File: src/shared/pscp_pkg.sv
// Shared constants and types for the passive serial configuration port.
// Assumes both ends run on one 125 MHz clk with active-low async reset.
package pscp_pkg;
  localparam int CLK_PERIOD_NS = 8;
  // Power-on reset delay, in microseconds, and its length in clk cycles
  localparam int POR_DELAY_US = 100;
  localparam int POR_CYCLES = (POR_DELAY_US * 1000 + CLK_PERIOD_NS - 1) / CLK_PERIOD_NS;
  localparam int IMAGE_BITS_DEF = 64;
  localparam int BIT_CNT_W = 32;
  localparam int EXTRA_FALL_EDGES = 2;
  localparam int INIT_OPT_BIT = 0;
  localparam int CLK_DIV_HALF = 4;
  localparam int SYNC_RESET_VAL = 0;
  typedef enum logic [2:0] {
    PSCP_DEV_POR = 3'h0,
    PSCP_DEV_CLEAR = 3'h1,
    PSCP_DEV_LOAD = 3'h2,
    PSCP_DEV_INIT = 3'h3,
    PSCP_DEV_USER = 3'h4
  } pscp_dev_state_t;
  typedef enum logic [2:0] {
    PSCP_HOST_IDLE = 3'h0,
    PSCP_HOST_REQ = 3'h1,
    PSCP_HOST_WAIT = 3'h2,
    PSCP_HOST_SHIFT = 3'h3,
    PSCP_HOST_TAIL = 3'h4,
    PSCP_HOST_DONE = 3'h5
  } pscp_host_state_t;
endpackage

File: src/shared/pscp_if.sv
// Link wires between configuration host and device.
// Open-drain status and done lines are resolved here with pull-ups.
`timescale 1ns/1ns
interface pscp_if;
  logic config_request_n;
  logic config_clock;
  logic serial_config_data;
  logic status_out;
  logic status_oe_n;
  logic done_out;
  logic done_oe_n;
  logic config_status_n;
  logic config_complete;
  // Open drain: driven only low, pulled high otherwise
  assign config_status_n = status_oe_n ? 1'b1 : status_out;
  assign config_complete = done_oe_n ? 1'b1 : done_out;
  modport host (
    output config_request_n,
    output config_clock,
    output serial_config_data,
    input config_status_n,
    input config_complete
  );
  modport device (
    input config_request_n,
    input config_clock,
    input serial_config_data,
    output status_out,
    output status_oe_n,
    output done_out,
    output done_oe_n,
    input config_status_n,
    input config_complete
  );
endinterface

File: src/logic/pscp_device.sv
// Device end: power-on hold, serial load, done and init-complete signalling.
// Assumes the host drives config_clock and data; all link inputs are async.
// Notes on behaviour
// [RULE1] User mode: request, status, done all high
// [RULE2] Request low restarts configuration, even in user
// [RULE3] Status held low through power-on delay
// [RULE4] Done low until all data accepted
// [RULE5] Host keeps config clock driven after load
// [RULE6] Data pin becomes user I/O afterwards
// [RULE7] Host sends the whole image, untruncated
// [RULE8] Done released only after every bit received
// [RULE9] Host gives two falling edges after done
// [RULE10] Init-complete pin driven low when option loaded
// [RULE11] Bit captured per rising config clock edge
// [RULE12] Host waits status high before clocking
`timescale 1ns/1ns
module pscp_device
  import pscp_pkg::*;
#(
  parameter int POR_CYC = POR_CYCLES,
  parameter int IMAGE_BITS = IMAGE_BITS_DEF
) (
  input wire logic clk,
  input wire logic rst_b,
  pscp_if.device link,
  input wire logic dual_purpose_user_io,
  input wire logic user_data_out,
  output logic user_data_in,
  output logic user_mode,
  output logic init_complete_out,
  output logic init_complete_oe_n,
  output logic config_error
);
  import pscp_pkg::*;

  logic [2:0] req_sync_reg, clk_sync_reg, dat_sync_reg;
  logic [2:0] req_sync_next;
  logic [2:0] clk_sync_next;
  logic [2:0] dat_sync_next;
  logic req_reg;
  logic req_next;
  logic cclk_reg;
  logic cclk_next;
  logic dat_reg;
  logic dat_next;
  pscp_dev_state_t state_reg, state_next;
  logic [BIT_CNT_W-1:0] cnt_reg, cnt_next;
  logic [1:0] fall_reg, fall_next;
  logic status_oe_reg;
  logic status_oe_next;
  logic done_oe_reg;
  logic done_oe_next;
  logic init_opt_reg;
  logic init_opt_next;
  logic init_oe_reg;
  logic init_oe_next;
  logic user_reg;
  logic user_next;
  logic err_reg;
  logic err_next;
  logic udi_reg;
  logic udi_next;
  logic rise, fall;

  // Stable once stages two and three agree; stage one feeds stage two only
  always_comb begin
    req_sync_next = {req_sync_reg[1:0], link.config_request_n};
    clk_sync_next = {clk_sync_reg[1:0], link.config_clock};
    dat_sync_next = {dat_sync_reg[1:0], link.serial_config_data};
  end

  always_ff @(posedge clk or negedge rst_b) begin
    if (!rst_b) begin
      req_sync_reg <= 3'h7;
      clk_sync_reg <= 3'h0;
      dat_sync_reg <= 3'h0;
    end else begin
      req_sync_reg <= req_sync_next;
      clk_sync_reg <= clk_sync_next;
      dat_sync_reg <= dat_sync_next;
    end
  end

  always_comb begin
    req_next = (req_sync_reg[1] == req_sync_reg[2]) ? req_sync_reg[2] : req_reg;
    cclk_next = (clk_sync_reg[1] == clk_sync_reg[2]) ? clk_sync_reg[2] : cclk_reg;
    dat_next = (dat_sync_reg[1] == dat_sync_reg[2]) ? dat_sync_reg[2] : dat_reg;
  end
  assign rise = cclk_next & ~cclk_reg;
  assign fall = ~cclk_next & cclk_reg;

  always_comb begin
    state_next = state_reg;
    cnt_next = cnt_reg;
    fall_next = fall_reg;
    status_oe_next = status_oe_reg;
    done_oe_next = done_oe_reg;
    init_opt_next = init_opt_reg;
    init_oe_next = init_oe_reg;
    user_next = user_reg;
    err_next = err_reg;
    udi_next = dat_reg;
    case (state_reg)
      PSCP_DEV_POR: begin
        status_oe_next = 1'b0;
        done_oe_next = 1'b0;
        if (cnt_reg >= BIT_CNT_W'(POR_CYC - 1)) begin // [RULE3]
          state_next = PSCP_DEV_CLEAR;
          cnt_next = '0;
        end else begin
          cnt_next = cnt_reg + 1'b1;
        end
      end
      PSCP_DEV_CLEAR: begin
        status_oe_next = 1'b0;
        done_oe_next = 1'b0;
        init_opt_next = 1'b0;
        init_oe_next = 1'b1;
        user_next = 1'b0;
        cnt_next = '0;
        if (req_reg) begin
          state_next = PSCP_DEV_LOAD;
          status_oe_next = 1'b1;
          err_next = 1'b0;
        end
      end
      PSCP_DEV_LOAD: begin
        if (rise) begin // [RULE11]
          if (cnt_reg == BIT_CNT_W'(INIT_OPT_BIT)) begin
            init_opt_next = dat_reg;
          end
          if (cnt_reg == BIT_CNT_W'(IMAGE_BITS - 1)) begin
            state_next = PSCP_DEV_INIT;
            done_oe_next = 1'b1; // [RULE4] [RULE8]
            fall_next = '0;
          end
          cnt_next = cnt_reg + 1'b1;
        end
      end
      PSCP_DEV_INIT: begin
        // The fall that closes the last bit already follows done, so it counts
        // as the first of the two; later edges are ignored once in user mode
        if (fall) begin
          fall_next = fall_reg + 1'b1;
          if (fall_reg == 2'(EXTRA_FALL_EDGES - 1)) begin
            state_next = PSCP_DEV_USER;
            user_next = 1'b1;
            init_oe_next = ~init_opt_reg; // [RULE10]
          end
        end
      end
      PSCP_DEV_USER: begin
        user_next = 1'b1; // [RULE1]
      end
      default: state_next = PSCP_DEV_CLEAR;
    endcase
    // A request restarts configuration from any state past power-on
    if (!req_reg && state_reg != PSCP_DEV_POR) begin // [RULE2]
      if (state_reg == PSCP_DEV_LOAD || state_reg == PSCP_DEV_INIT) begin
        err_next = 1'b1;
      end
      state_next = PSCP_DEV_CLEAR;
      status_oe_next = 1'b0;
      done_oe_next = 1'b0;
      user_next = 1'b0;
      init_oe_next = 1'b1;
    end
    if (!(user_reg && dual_purpose_user_io)) begin // [RULE6]
      udi_next = 1'b0;
    end
  end

  always_ff @(posedge clk or negedge rst_b) begin
    if (!rst_b) begin
      req_reg <= 1'b1;
      cclk_reg <= 1'b0;
      dat_reg <= 1'b0;
      state_reg <= PSCP_DEV_POR;
      cnt_reg <= '0;
      fall_reg <= '0;
      status_oe_reg <= 1'b0;
      done_oe_reg <= 1'b0;
      init_opt_reg <= 1'b0;
      init_oe_reg <= 1'b1;
      user_reg <= 1'b0;
      err_reg <= 1'b0;
      udi_reg <= 1'b0;
    end else begin
      req_reg <= req_next;
      cclk_reg <= cclk_next;
      dat_reg <= dat_next;
      state_reg <= state_next;
      cnt_reg <= cnt_next;
      fall_reg <= fall_next;
      status_oe_reg <= status_oe_next;
      done_oe_reg <= done_oe_next;
      init_opt_reg <= init_opt_next;
      init_oe_reg <= init_oe_next;
      user_reg <= user_next;
      err_reg <= err_next;
      udi_reg <= udi_next;
    end
  end

  assign link.status_out = 1'b0;
  assign link.status_oe_n = status_oe_reg;
  assign link.done_out = 1'b0;
  assign link.done_oe_n = done_oe_reg;
  assign user_data_in = udi_reg;
  assign user_mode = user_reg;
  assign init_complete_out = 1'b0;
  assign init_complete_oe_n = init_oe_reg;
  assign config_error = err_reg;
endmodule

File: src/flat_wrapper.sv
// flat-port wrapper written by rule: the top's interface ports become plain ports
module pscp_device_flat import pscp_pkg::*;
#(
  parameter int POR_CYC = POR_CYCLES,
  parameter int IMAGE_BITS = IMAGE_BITS_DEF
)
  (clk, rst_b, dual_purpose_user_io, user_data_out, user_data_in, user_mode, init_complete_out, init_complete_oe_n, config_error, link_config_request_n, link_config_clock, link_serial_config_data, link_status_out, link_status_oe_n, link_done_out, link_done_oe_n);
  pscp_if link_i ();
  input wire logic clk;
  input wire logic rst_b;
  input wire logic dual_purpose_user_io;
  input wire logic user_data_out;
  output logic user_data_in;
  output logic user_mode;
  output logic init_complete_out;
  output logic init_complete_oe_n;
  output logic config_error;
  input wire logic [$bits(link_i.config_request_n)-1:0] link_config_request_n;
  input wire logic [$bits(link_i.config_clock)-1:0] link_config_clock;
  input wire logic [$bits(link_i.serial_config_data)-1:0] link_serial_config_data;
  output wire logic [$bits(link_i.status_out)-1:0] link_status_out;
  output wire logic [$bits(link_i.status_oe_n)-1:0] link_status_oe_n;
  output wire logic [$bits(link_i.done_out)-1:0] link_done_out;
  output wire logic [$bits(link_i.done_oe_n)-1:0] link_done_oe_n;
  assign link_i.config_request_n = link_config_request_n;
  assign link_i.config_clock = link_config_clock;
  assign link_i.serial_config_data = link_serial_config_data;
  assign link_status_out = link_i.status_out;
  assign link_status_oe_n = link_i.status_oe_n;
  assign link_done_out = link_i.done_out;
  assign link_done_oe_n = link_i.done_oe_n;
  pscp_device #(.POR_CYC(POR_CYC), .IMAGE_BITS(IMAGE_BITS)) u_core (.clk(clk), .rst_b(rst_b), .link(link_i), .dual_purpose_user_io(dual_purpose_user_io), .user_data_out(user_data_out), .user_data_in(user_data_in), .user_mode(user_mode), .init_complete_out(init_complete_out), .init_complete_oe_n(init_complete_oe_n), .config_error(config_error));
endmodule
File: config.mk
export PLATFORM = sky130hd
export DESIGN_NAME = pscp_device_flat
export DESIGN_NICKNAME = d
export VERILOG_FILES = /design/src/shared/pscp_pkg.sv /design/src/shared/pscp_if.sv /design/src/logic/pscp_device.sv /design/src/flat_wrapper.sv
export SDC_FILE = /design/constraint.sdc
export NUM_CORES = 1
export LEC_CHECK = 0
export BUFFER_PORTS_ARGS = -buffer_cell sky130_fd_sc_hd__clkbuf_2
export CAP_MARGIN = 15
export CORE_ASPECT_RATIO = 0.6
export CORE_MARGIN = 2
export CORE_UTILIZATION = 62
export CTS_CLUSTER_DIAMETER = 100
export DETAILED_ROUTE_END_ITERATION = 10
export GPL_TIMING_DRIVEN = 0
export PLACE_DENSITY = 0.85
export SYNTH_ARGS = -nofsm -noshare
export SYNTH_HDL_FRONTEND = slang
export SYNTH_SLANG_ARGS = --single-unit
export TNS_END_PERCENT = 10
File: constraint.sdc
create_clock -name clk -period 3.6 [get_ports clk]
set_input_delay 0.36 -clock clk [delete_from_list [all_inputs] [get_ports clk]]
set_output_delay 0.36 -clock clk [all_outputs]
set_load 0.01 [all_outputs]
==> run metrics, run 1 <==
status=finished with violations; failing checks=hold timing; Yosys warnings=0; Worst-Skew Late Latency=0.32 ns; Psw=0.000243 W; Clock power frac=a little under two fifths; Area contributors post-synth=dfrtp_1 (44%), nor2_1 (5.5%), xor2_1 (5.4%), dfstp_2 (4.5%), xnor2_1 (3.3%); Crit path required time=3.85 ns; Detailed Routing Iterations Pass 1=4; IO Pins=16; Synth Area in Compound Gates=10.1%; final net count=327; Adder-Cell Fraction of Synth Area=2.31%; simple-gate area share of the yosys netlist=26.3%; Synth top area share=43.7%; Min-Delay Path Class=input port to async pin; Routed wire per std cell=approximately 15 um; Clk pin slew, worst setup/hold paths=roughly 0.10 ns; final hold viol count=17; Starting Density=64.0%; initial antenna violation count=0; Post-DRT Antenna Nets=0; die area=0.00530 mm^2; Die H=57.2 um; final critical-path share of the clock period=59.4%; leakage power=1.42 nW; hold_ws=-0.00847 ns; reg-to-reg startpoint=u_core.cnt_reg[0]; Synth Flop Type=dfrtp_1; GPL Wtd Cong=0.872; CTS root buf=clkbuf_8; Gate power share=under 10%; Post-CTS Setup Bufs=0; CP Launch Point=u_core.cnt_reg[0]; site row count=19; CTS sink count=56; Clock Tree Buf Depth=2; Final HPWL DP=approximately 4300 um; Core Region=0.00456 mm^2; P_int=0.000862 W; CTS tree=yes; Layout area overhead=9.50%; DRC=0; worst ir drop on vdd=0.000258 V; GRT Total Usage=24.7%; pwr/cell area=around 350 mW/mm^2; H-tree depth=2; Worst slew margin=between 40% and 50%; XOR/XNOR Fraction of Synth Area=8.69%; Synth Cell Area=slightly below 0.003 mm^2; CP endpoint kind=register; total CTS buffers=5; first-pass GRT wire length=10100 um; Via-to-Cell Ratio=5.84; power share of the sequential group=58.6%; vias in the first global route=2034; EDFF count, synth=0; crit path kind=register to register; CTS Hold Bufs=0; critical path launch point type=register; Async SR Flop Fraction=100%; Mean Syn Cell Area=between 9 and 10 um^2; most common cell in the synthesized netlist=dfrtp_1; Max-cap violations=0; Final setup viols=0; mux contribution to synthesized area=less than 1%; share of layout cells above drive strength 1=14.5%; antenna cell count=0; Worst EP arrival=2.39 ns; RSZ-0062 raised after global routing=no; WL final=around 6000 um; Fin Setup TNS=0 ns; Util after Layout=70.1%; largest net degree at the start of global routing=38; via count=2226; number of flip-flops under the largest register name=32; top cells by count, synth=dfrtp_1 (51), nor2_1 (43), nand2_1 (22); post-CTS sizing=0; die width=92.6 um; Yosys top cell by area=dfrtp_1; largest family of logic cells by synthesized area=simple AND/OR/NAND/NOR gates; CP max FO=10; measured slew at the worst slew-check pin=0.768 ns; Starting DRT DRC Count=192; gate count of the mapped netlist=296; Worst Skew=0.00623 ns; worst reg2reg setup slack=1.46 ns; Max Freq=approximately 0.47 GHz; fin crit period=2.14 ns; sw frac=~22%; Slew Limit Fails=0; post-synthesis register bit count=56; count of input and output buffers=11; distinct cell type count after synthesis=55; sequential area share after synthesis=~48%; total grt overflow=0
==> cell type report <==
type                            instances  area [um^2]
Inverter                               10         37.5
Multi-Input combinational cell        219         1410
Fill cell                             346         1360
Clock inverter                          3         47.5
Timing Repair Buffer                   12         75.1
Sequential cell                        56         1410
Tap cell                               63         78.8
Buffer                                 13         76.3
Clock buffer                            5         68.8
==> layer usage <==
layer | global-route usage [%] | vias up | wire length, um
met2 | 32.8 | 70 | 2320
met4 | 6.72 | 0 | 53
met3 | 6.08 | 8 | 422
li1 | - | 1081 | -
met5 | 0 | - | 0
met1 | 39.9 | 1067 | 3110
==> kinds of logic (layout without fill, tap and decap cells) <==
logic type,Yosys count,in the layout
DFF,56,56
other,1,3
AOI/OAI and AO/OA,36,36
xor gates and xnor gates,29,29
adders and majority gates,6,6
muxes,1,1
buffers and inverters,23,43
and+or+nand+nor,144,144
==> stage by stage <==
stage	worst slack (ns)	instances	total power, W	cell area, um^2	hold WS (ns)
6_report	1.46	381	0.00111	3200	-0.00847
5_1_grt	1.32	381	0.00114	3200	0.0100
4_1_cts	1.49	381	0.00112	3200	0.000552
3_5_place_dp	1.48	373	0.000695	3080	0.340
3_3_place_gp	1.57	372	0.000692	3060	0.333
2_1_floorplan	1.83	298	0.000673	2930	0.0644
==> worst max-delay path: stages, from the launching register on <==
cell	delay, ns
dfrtp_1	0.41
ha_1	0.28
o31ai_1	0.26
nand2b_1	0.09
a32oi_1	0.40
a21oi_1	0.16
buf_4	0.21
buf_6	0.15
nor2_1	0.10
==> power groups by stage <==
stage | Clock, W | Sequential [W] | Combinational [W]
3_5_place_dp | 0 | 0.000659 | 0.0000360
2_1_floorplan | 0 | 0.000657 | 0.0000162
5_1_grt | 0.000455 | 0.000649 | 0.0000405
3_3_place_gp | 0 | 0.000659 | 0.0000325
6_report | 0.000423 | 0.000647 | 0.0000350
4_1_cts | 0.000432 | 0.000647 | 0.0000361
==> path summary, 6_finish.rpt <==
kind,endpoint,cells past startpoint
min in group clk,u_core.req_sync_reg[0],1
max,u_core.cnt_reg[30],8
min reg2reg,u_core.dat_sync_reg[1],0
max in group asynchronous,u_core.init_complete_oe_n,2
max reg2reg,u_core.cnt_reg[30],8
min,u_core.dat_sync_reg[2],1
==> cells in the final DEF, fill, tap and decap left out, types with 2 or more instances in the layout <==
cell,instances
nor2_1,43
nand2_1,22
dfrtp_1,51
nor2b_1,3
xor2_1,18
or4_1,2
nand4_1,10
a32oi_1,3
a31o_2,2
and4_1,3
inv_1,10
buf_4,4
and3_1,12
ha_1,3
a32o_1,2
o21ai_0,3
a21o_1,2
clkbuf_8,5
clkbuf_2,11
buf_2,4
maj3_1,3
conb_1,3
clkbuf_1,4
clkinv_4,2
dfstp_2,5
a2111oi_4,2
xnor2_1,11
nor3_1,5
nor4_1,10
nand2b_1,2
o22ai_1,2
and2_1,6
nand3_1,15
a21oi_1,9
Power figures use the tool's default switching activity.
==> run 2: changes to the inputs <==
--- a/config.mk
+++ b/config.mk
@@ -5,15 +5,16 @@
 export SDC_FILE = /design/constraint.sdc
 export NUM_CORES = 1
 export LEC_CHECK = 0
+export ABC_AREA = 1
 export BUFFER_PORTS_ARGS = -buffer_cell sky130_fd_sc_hd__clkbuf_2
 export CAP_MARGIN = 15
 export CORE_ASPECT_RATIO = 0.6
 export CORE_MARGIN = 2
-export CORE_UTILIZATION = 62
+export CORE_UTILIZATION = 61
 export CTS_CLUSTER_DIAMETER = 100
 export DETAILED_ROUTE_END_ITERATION = 10
 export GPL_TIMING_DRIVEN = 0
-export PLACE_DENSITY = 0.85
+export PLACE_DENSITY = 0.83
 export SYNTH_ARGS = -nofsm -noshare
 export SYNTH_HDL_FRONTEND = slang
 export SYNTH_SLANG_ARGS = --single-unit
==> constraint.sdc (replaced) <==
create_clock -name clk -period 2.2 [get_ports clk]
set_input_delay 0.22 -clock clk [delete_from_list [all_inputs] [get_ports clk]]
set_output_delay 0.22 -clock clk [all_outputs]
set_load 0.01 [all_outputs]
==> run metrics, run 2 <==
status=finished clean; commonest non-fill, non-tap cells in the layout=nand2_1 (96), nor2_1 (79), inv_1 (52); Routed wire per std cell=15.0 um; sequential area share after synthesis=between 40% and 50%; measured slew at the worst slew-check pin=a little under 0.6 ns; WL final=8070 um; CP bufs+invs=3; CTS sink count=between 50 and 60; Worst slew margin=60.5%; Crit path required time=2.46 ns; via count=approximately 3000; Starting Density=64.8%; Starting DRT DRC Count=321; worst reg2reg setup slack=roughly 0.39 ns; Reg2Reg Depth=11; Detailed Routing Iterations Pass 1=5; Min-Delay Endpoint=u_core.user_data_in; RR Endpoint=u_core.cnt_reg[26]; vias in the first global route=2762; CP most frequent cell=nand2_1; CP cell instances=ha_1, inv_1, nand3_1, nand2_1, nand2_1, nand2_1, nand3_2, o21ai_4, inv_4, buf_6, nor2_1; final critical-path share of the clock period=approximately 82%; cell family with most CP delay=simple AND/OR/NAND/NOR gates; Synth Flop Type=dfrtp_1; pwr/cell area=about 460 mW/mm^2; Hold Path Depth=3; crit path kind=register to register; CTS root buf=clkbuf_8; post-CTS sizing=0; largest net degree at the start of global routing=36; final hold viol count=0; Post-DRT Antenna Nets=0; worst hold start=dual_purpose_user_io; total CTS buffers=5; CTS Hold Bufs=3; H-tree depth=2; Synth top area share=37.8%; most common cell in the synthesized netlist=nand2_1; total grt overflow=0; Clock Tree Buf Depth=2; first-pass GRT wire length=13400 um; commonest non-fill, non-tap cell in the layout=nand2_1; Max-cap violations=0; Layout area overhead=8.76%; CP endpoint kind=register; Min-Delay Path Class=input port to register; final net count=a little under 500; Synth Cell Area=0.00337 mm^2; Worst Skew=0.00688 ns; die area=0.00616 mm^2; CTS tree=yes; gate count of the mapped netlist=447; critical path launch point type=register; slowest cell delay on critical path=0.44 ns; Area contributors post-synth=dfrtp_1 (38%), nand2_1 (11%), nor2_1 (8.8%), inv_1 (5.8%), xor2_1 (4.2%); EDFF count, synth=0; GRT Total Usage=28.8%; Finished Layout Cells=between 500 and 600; leakage power=1.71 nW; Post-CTS Setup Bufs=0; Via-to-Cell Ratio=5.55; top cells by count, synth=nand2_1 (96), nor2_1 (79), inv_1 (52); slowest cell on the critical path=dfrtp_1; CP max FO=10; Yosys top cell by area=dfrtp_1; fin crit period=around 1.8 ns; Fin Setup TNS=0 ns; number of flip-flops under the largest register name=32; antenna cell count=0; die width=100 um; count of input and output buffers=11; RSZ-0062 raised after global routing=no; Clk pin slew, worst setup/hold paths=0.10 ns; worst ir drop on vdd=0.000376 V; distinct cell type count after synthesis=40; Final setup viols=0; Die H=61.6 um; Core Region=between 0.005 and 0.006 mm^2; hold_ws=0.0777 ns; Worst-Skew Late Latency=0.32 ns; post-synthesis register bit count=56; Cells after DPL=527; Slew Limit Fails=0; site row count=20; reg-to-reg startpoint=u_core.cnt_reg[0]; Yosys warnings=0; Worst EP arrival=2.07 ns; Final HPWL DP=6300 um; IO Pins=16; share of layout cells above drive strength 1=between 10 and 15%; Async SR Flop Fraction=between 90% and 100%; GPL Wtd Cong=1.03; DRC=0; Mean Syn Cell Area=~7.5 um^2; Max Freq=0.552 GHz; initial antenna violation count=0
[run 2: cell types whose count changed in the layout (fill, tap and decap cells not counted), moves of 5 or more]
cell / delta
nor3_1: +8
inv_1: +42
and2_1: -5
nand4_1: +6
nand3_2: +8
xnor2_1: -9
o21ai_0: +23
nor2_1: +36
nand2_1: +74
and3_1: -12
nor4_1: -8
inv_2: +7
nand3_1: +12
[run 2: cell families (layout without fill, tap and decap cells)]
kind of cell | count (synthesis) | count (layout) | synth area share, %
adders and majority gates | 5 | 5 | 1.71
buffers and inverters | 73 | 97 | 9.42
DFF | 56 | 56 | 41.7
and+or+nand+nor | 258 | 258 | 36.4
other | 1 | 3 | 0.111
AOI/OAI and AO/OA | 36 | 36 | 5.97
xor gates and xnor gates | 18 | 18 | 4.68
[run 2: power by group]
group | total, W | switching [W] | leakage (nW) | internal, W
clock network | 0.000586 | 0.000359 | 0.0445 | 0.000227
logic | 0.0000632 | 0.0000421 | 0.937 | 0.0000211
registers | 0.00105 | 0.00000735 | 0.733 | 0.00105
total | 0.00170 | 0.000409 | 1.71 | 0.00129
[run 2: layer usage]
layer / wire [um] / GRT usage [%] / vias to the layer above
met4: 52 / 6.26 / 0
met3: 744 / 6.81 / 7
met5: 0 / 0 / -
met2: 3210 / 41.4 / 133
met1: 4060 / 44.3 / 1390
li1: - / - / 1464
[run 2: area by class of cell]
type / instances / area (um^2)
buffer: 10 / 73.8
clock buffer: 5 / 68.8
clock inverter: 3 / 21.3
fill: 420 / 1540
inverter: 63 / 244
multi-input combinational: 320 / 1650
sequential: 56 / 1410
tap: 66 / 82.6
timing repair buffer: 16 / 115
[run 2: worst max path at each step]
stage                            startpoint                  to  cells after the start  slack [ns]
after detailed placement  u_core.cnt_reg[0]   u_core.cnt_reg[9]                     11        0.47
final                     u_core.cnt_reg[0]  u_core.cnt_reg[26]                     11        0.39
after global placement    u_core.cnt_reg[0]  u_core.cnt_reg[26]                     11        0.47
after global routing      u_core.cnt_reg[0]   u_core.cnt_reg[9]                     11        0.24
after CTS                 u_core.cnt_reg[0]   u_core.cnt_reg[2]                     11        0.41
after floorplan           u_core.cnt_reg[0]  u_core.cnt_reg[26]                     11        0.67
[run 2: worst register-to-register path: cells and delay by family, from the launching register on]
| family | cells | cell delay [ns] |
|---|---|---|
| flops | 1 | 0.44 |
| simple gates | 6 | 0.53 |
| fa+ha+maj | 1 | 0.25 |
| buf+inv | 3 | 0.34 |
| compound gates | 1 | 0.19 |
[run 2: metrics by stage]
stage          utilization (%)  worst slack, ns  total power (W)  area [um^2]
2_1_floorplan                -            0.673          0.00109         3380
3_3_place_gp              67.6            0.475          0.00112         3520
3_5_place_dp              68.0            0.466          0.00113         3540
4_1_cts                   70.3            0.413          0.00171         3660
5_1_grt                   70.5            0.235          0.00178         3670
6_report                  70.5            0.388          0.00170         3670
==> run 3: changes to the inputs <==
--- a/config.mk
+++ b/config.mk
@@ -10,11 +10,11 @@
 export CAP_MARGIN = 15
 export CORE_ASPECT_RATIO = 0.6
 export CORE_MARGIN = 2
-export CORE_UTILIZATION = 61
+export CORE_UTILIZATION = 56
 export CTS_CLUSTER_DIAMETER = 100
 export DETAILED_ROUTE_END_ITERATION = 10
 export GPL_TIMING_DRIVEN = 0
-export PLACE_DENSITY = 0.83
+export PLACE_DENSITY = 0.81
 export SYNTH_ARGS = -nofsm -noshare
 export SYNTH_HDL_FRONTEND = slang
 export SYNTH_SLANG_ARGS = --single-unit
==> constraint.sdc (replaced) <==
create_clock -name clk -period 1.6 [get_ports clk]
set_input_delay 0.16 -clock clk [delete_from_list [all_inputs] [get_ports clk]]
set_output_delay 0.16 -clock clk [all_outputs]
set_load 0.01 [all_outputs]
==> run metrics, run 3 (synthesized netlist as in run 2, its figures left out) <==
slack of the critical path=-0.0463 ns; P_int=0.00178 W; crit path kind=register to register; reg-to-reg startpoint=u_core.cnt_reg[0]; placed instance area=0.00355 mm^2; status=finished with violations; Routed wire per std cell=15.4 um; failing checks=setup timing; site row count=21; total CTS buffers=5; largest net degree at the start of global routing=35; share of layout cells above drive strength 1=26.4%; commonest non-fill, non-tap cells in the layout=nand2_1 (91), nor2_1 (63), inv_1 (50); IO Pins=16; measured slew at the worst slew-check pin=around 0.62 ns; antenna cell count=0; H-tree depth=2; vias in the first global route=2967; RSZ-0062 raised after global routing=yes; Max-cap violations=0; Filler cells=468; Clock Tree Buf Depth=2; Crit path required time=1.86 ns; Via-to-Cell Ratio=5.53; Min-Delay Path Class=input port to register; critical path launch point type=register; Starting DRT DRC Count=275; Detailed Routing Iterations Pass 1=5; Gate power share=3.8%; final critical-path share of the clock period=103%; number of flip-flops under the largest register name=32; Core Region=approximately 0.0057 mm^2; Clock power frac=34.7%; Cells after DPL=~540; GRT Total Usage=27.6%; fin crit period=1.65 ns; design area=0.00397 mm^2; Final HPWL DP=6530 um; Fin Setup TNS=-0.579 ns; worst reg2reg setup slack=-0.05 ns; WL final=8750 um; worst ir drop on vdd=roughly 0.00058 V; GPL Wtd Cong=0.933; worst hold start=dual_purpose_user_io; Reg2Reg Depth=11; Hold Path Depth=3; Layout area overhead=17.8%; power share of the sequential group=about 62%; hold_ws=0.0305 ns; die area=0.00668 mm^2; Worst-Skew Late Latency=0.32 ns; first-pass GRT wire length=between 10000 and 15000 um; Clk pin slew, worst setup/hold paths=about 0.11 ns; Starting Density=59.1%; Worst slew margin=58.9%; RR Endpoint=u_core.cnt_reg[18]; final net count=498; die width=104 um; leakage power=1.81 nW; Min-Delay Endpoint=u_core.user_data_in; total grt overflow=0; Worst EP arrival=1.91 ns; Post-DRT Antenna Nets=0; count of input and output buffers=11; CP max FO=10; Slew Limit Fails=0; Psw=0.000570 W; Reg area=0.00141 mm^2; Max Freq=a little over 0.6 GHz; via count=3146; final hold viol count=0; CTS sink count=56; CTS root buf=clkbuf_8; Finished Layout Cells=569; sw frac=about a quarter; commonest non-fill, non-tap cell in the layout=nand2_1; Final setup viols=21; DRC=0; Die H=64.1 um; area occupied by multi-input gates=0.00180 mm^2; pwr/cell area=between 500 and 600 mW/mm^2; Worst Skew=0.00851 ns; CP endpoint kind=register; initial antenna violation count=0; Util after Layout=69.7%; CTS tree=yes
## run 3: cell types whose count changed in the layout (fill, tap and decap cells not counted), sizes merged
cell      previous run  this run
clkbuf              17        18
buf                 10        25
inv                 63        64
clkinvlp             1         0
## run 3: repair_timing
item,in CTS,in global routing
resized for setup,9,42
buffers inserted,6,10
hold buffers,4,0
pin swaps,4,7
setup endpoints to repair,33,42
hold endpoints to repair,25,0
## run 3: cell type report
| class | count | share of cell area [%] |
|---|---|---|
| Multi-Input combinational cell | 320 | 45.2 |
| Sequential cell | 56 | 35.6 |
| Timing Repair Buffer | 32 | 6.23 |
| Inverter | 63 | 6.14 |
| Tap cell | 80 | 2.52 |
| Buffer | 10 | 2.02 |
| Clock buffer | 5 | 1.73 |
| Clock inverter | 3 | 0.567 |
## run 3: per-layer routing
layer  wire, um  GRT usage, %  vias to the layer above
met5          0             0                        -
met4         79          8.61                        0
met3        735          6.02                       12
met2       3710          39.1                      142
met1       4230          41.9                     1497
li1           -             -                     1495
## run 3: how the worst max path moves through the flow
stage,startpoint,end,cells past startpoint
2_1_floorplan,u_core.cnt_reg[0],u_core.cnt_reg[26],11
3_3_place_gp,u_core.cnt_reg[0],u_core.cnt_reg[26],11
3_5_place_dp,u_core.cnt_reg[0],u_core.cnt_reg[26],11
4_1_cts,u_core.cnt_reg[1],u_core.cnt_reg[6],11
5_1_grt,u_core.cnt_reg[1],u_core.cnt_reg[26],11
6_report,u_core.cnt_reg[0],u_core.cnt_reg[18],11
## run 3: stage by stage
step	setup WS, ns	power (W)
2_1_floorplan	0.0734	0.00150
3_3_place_gp	-0.129	0.00155
3_5_place_dp	-0.151	0.00156
4_1_cts	-0.0389	0.00237
5_1_grt	-0.142	0.00245
6_report	-0.0463	0.00235
## run 3: power by group through the flow
| stage | sequential (W) | combinational (W) | clock (W) |
|---|---|---|---|
| after CTS | 0.00145 | 0.0000886 | 0.000832 |
| after global placement | 0.00147 | 0.0000718 | 0 |
| final | 0.00145 | 0.0000889 | 0.000816 |
| after global routing | 0.00145 | 0.000102 | 0.000893 |
| after detailed placement | 0.00148 | 0.0000804 | 0 |
| after floorplan | 0.00147 | 0.0000315 | 0 |
## run 3: worst max-delay path, cell delays in order, from the launching register on
cell and delay (ns):
dfrtp_1 0.43, ha_4 0.19, inv_2 0.06, nand3_2 0.07, nand2_1 0.07, nand2_1 0.07, nand2_2 0.09, nand3_4 0.08
o21ai_4 0.19, inv_4 0.09, buf_8 0.15, nor2_1 0.09
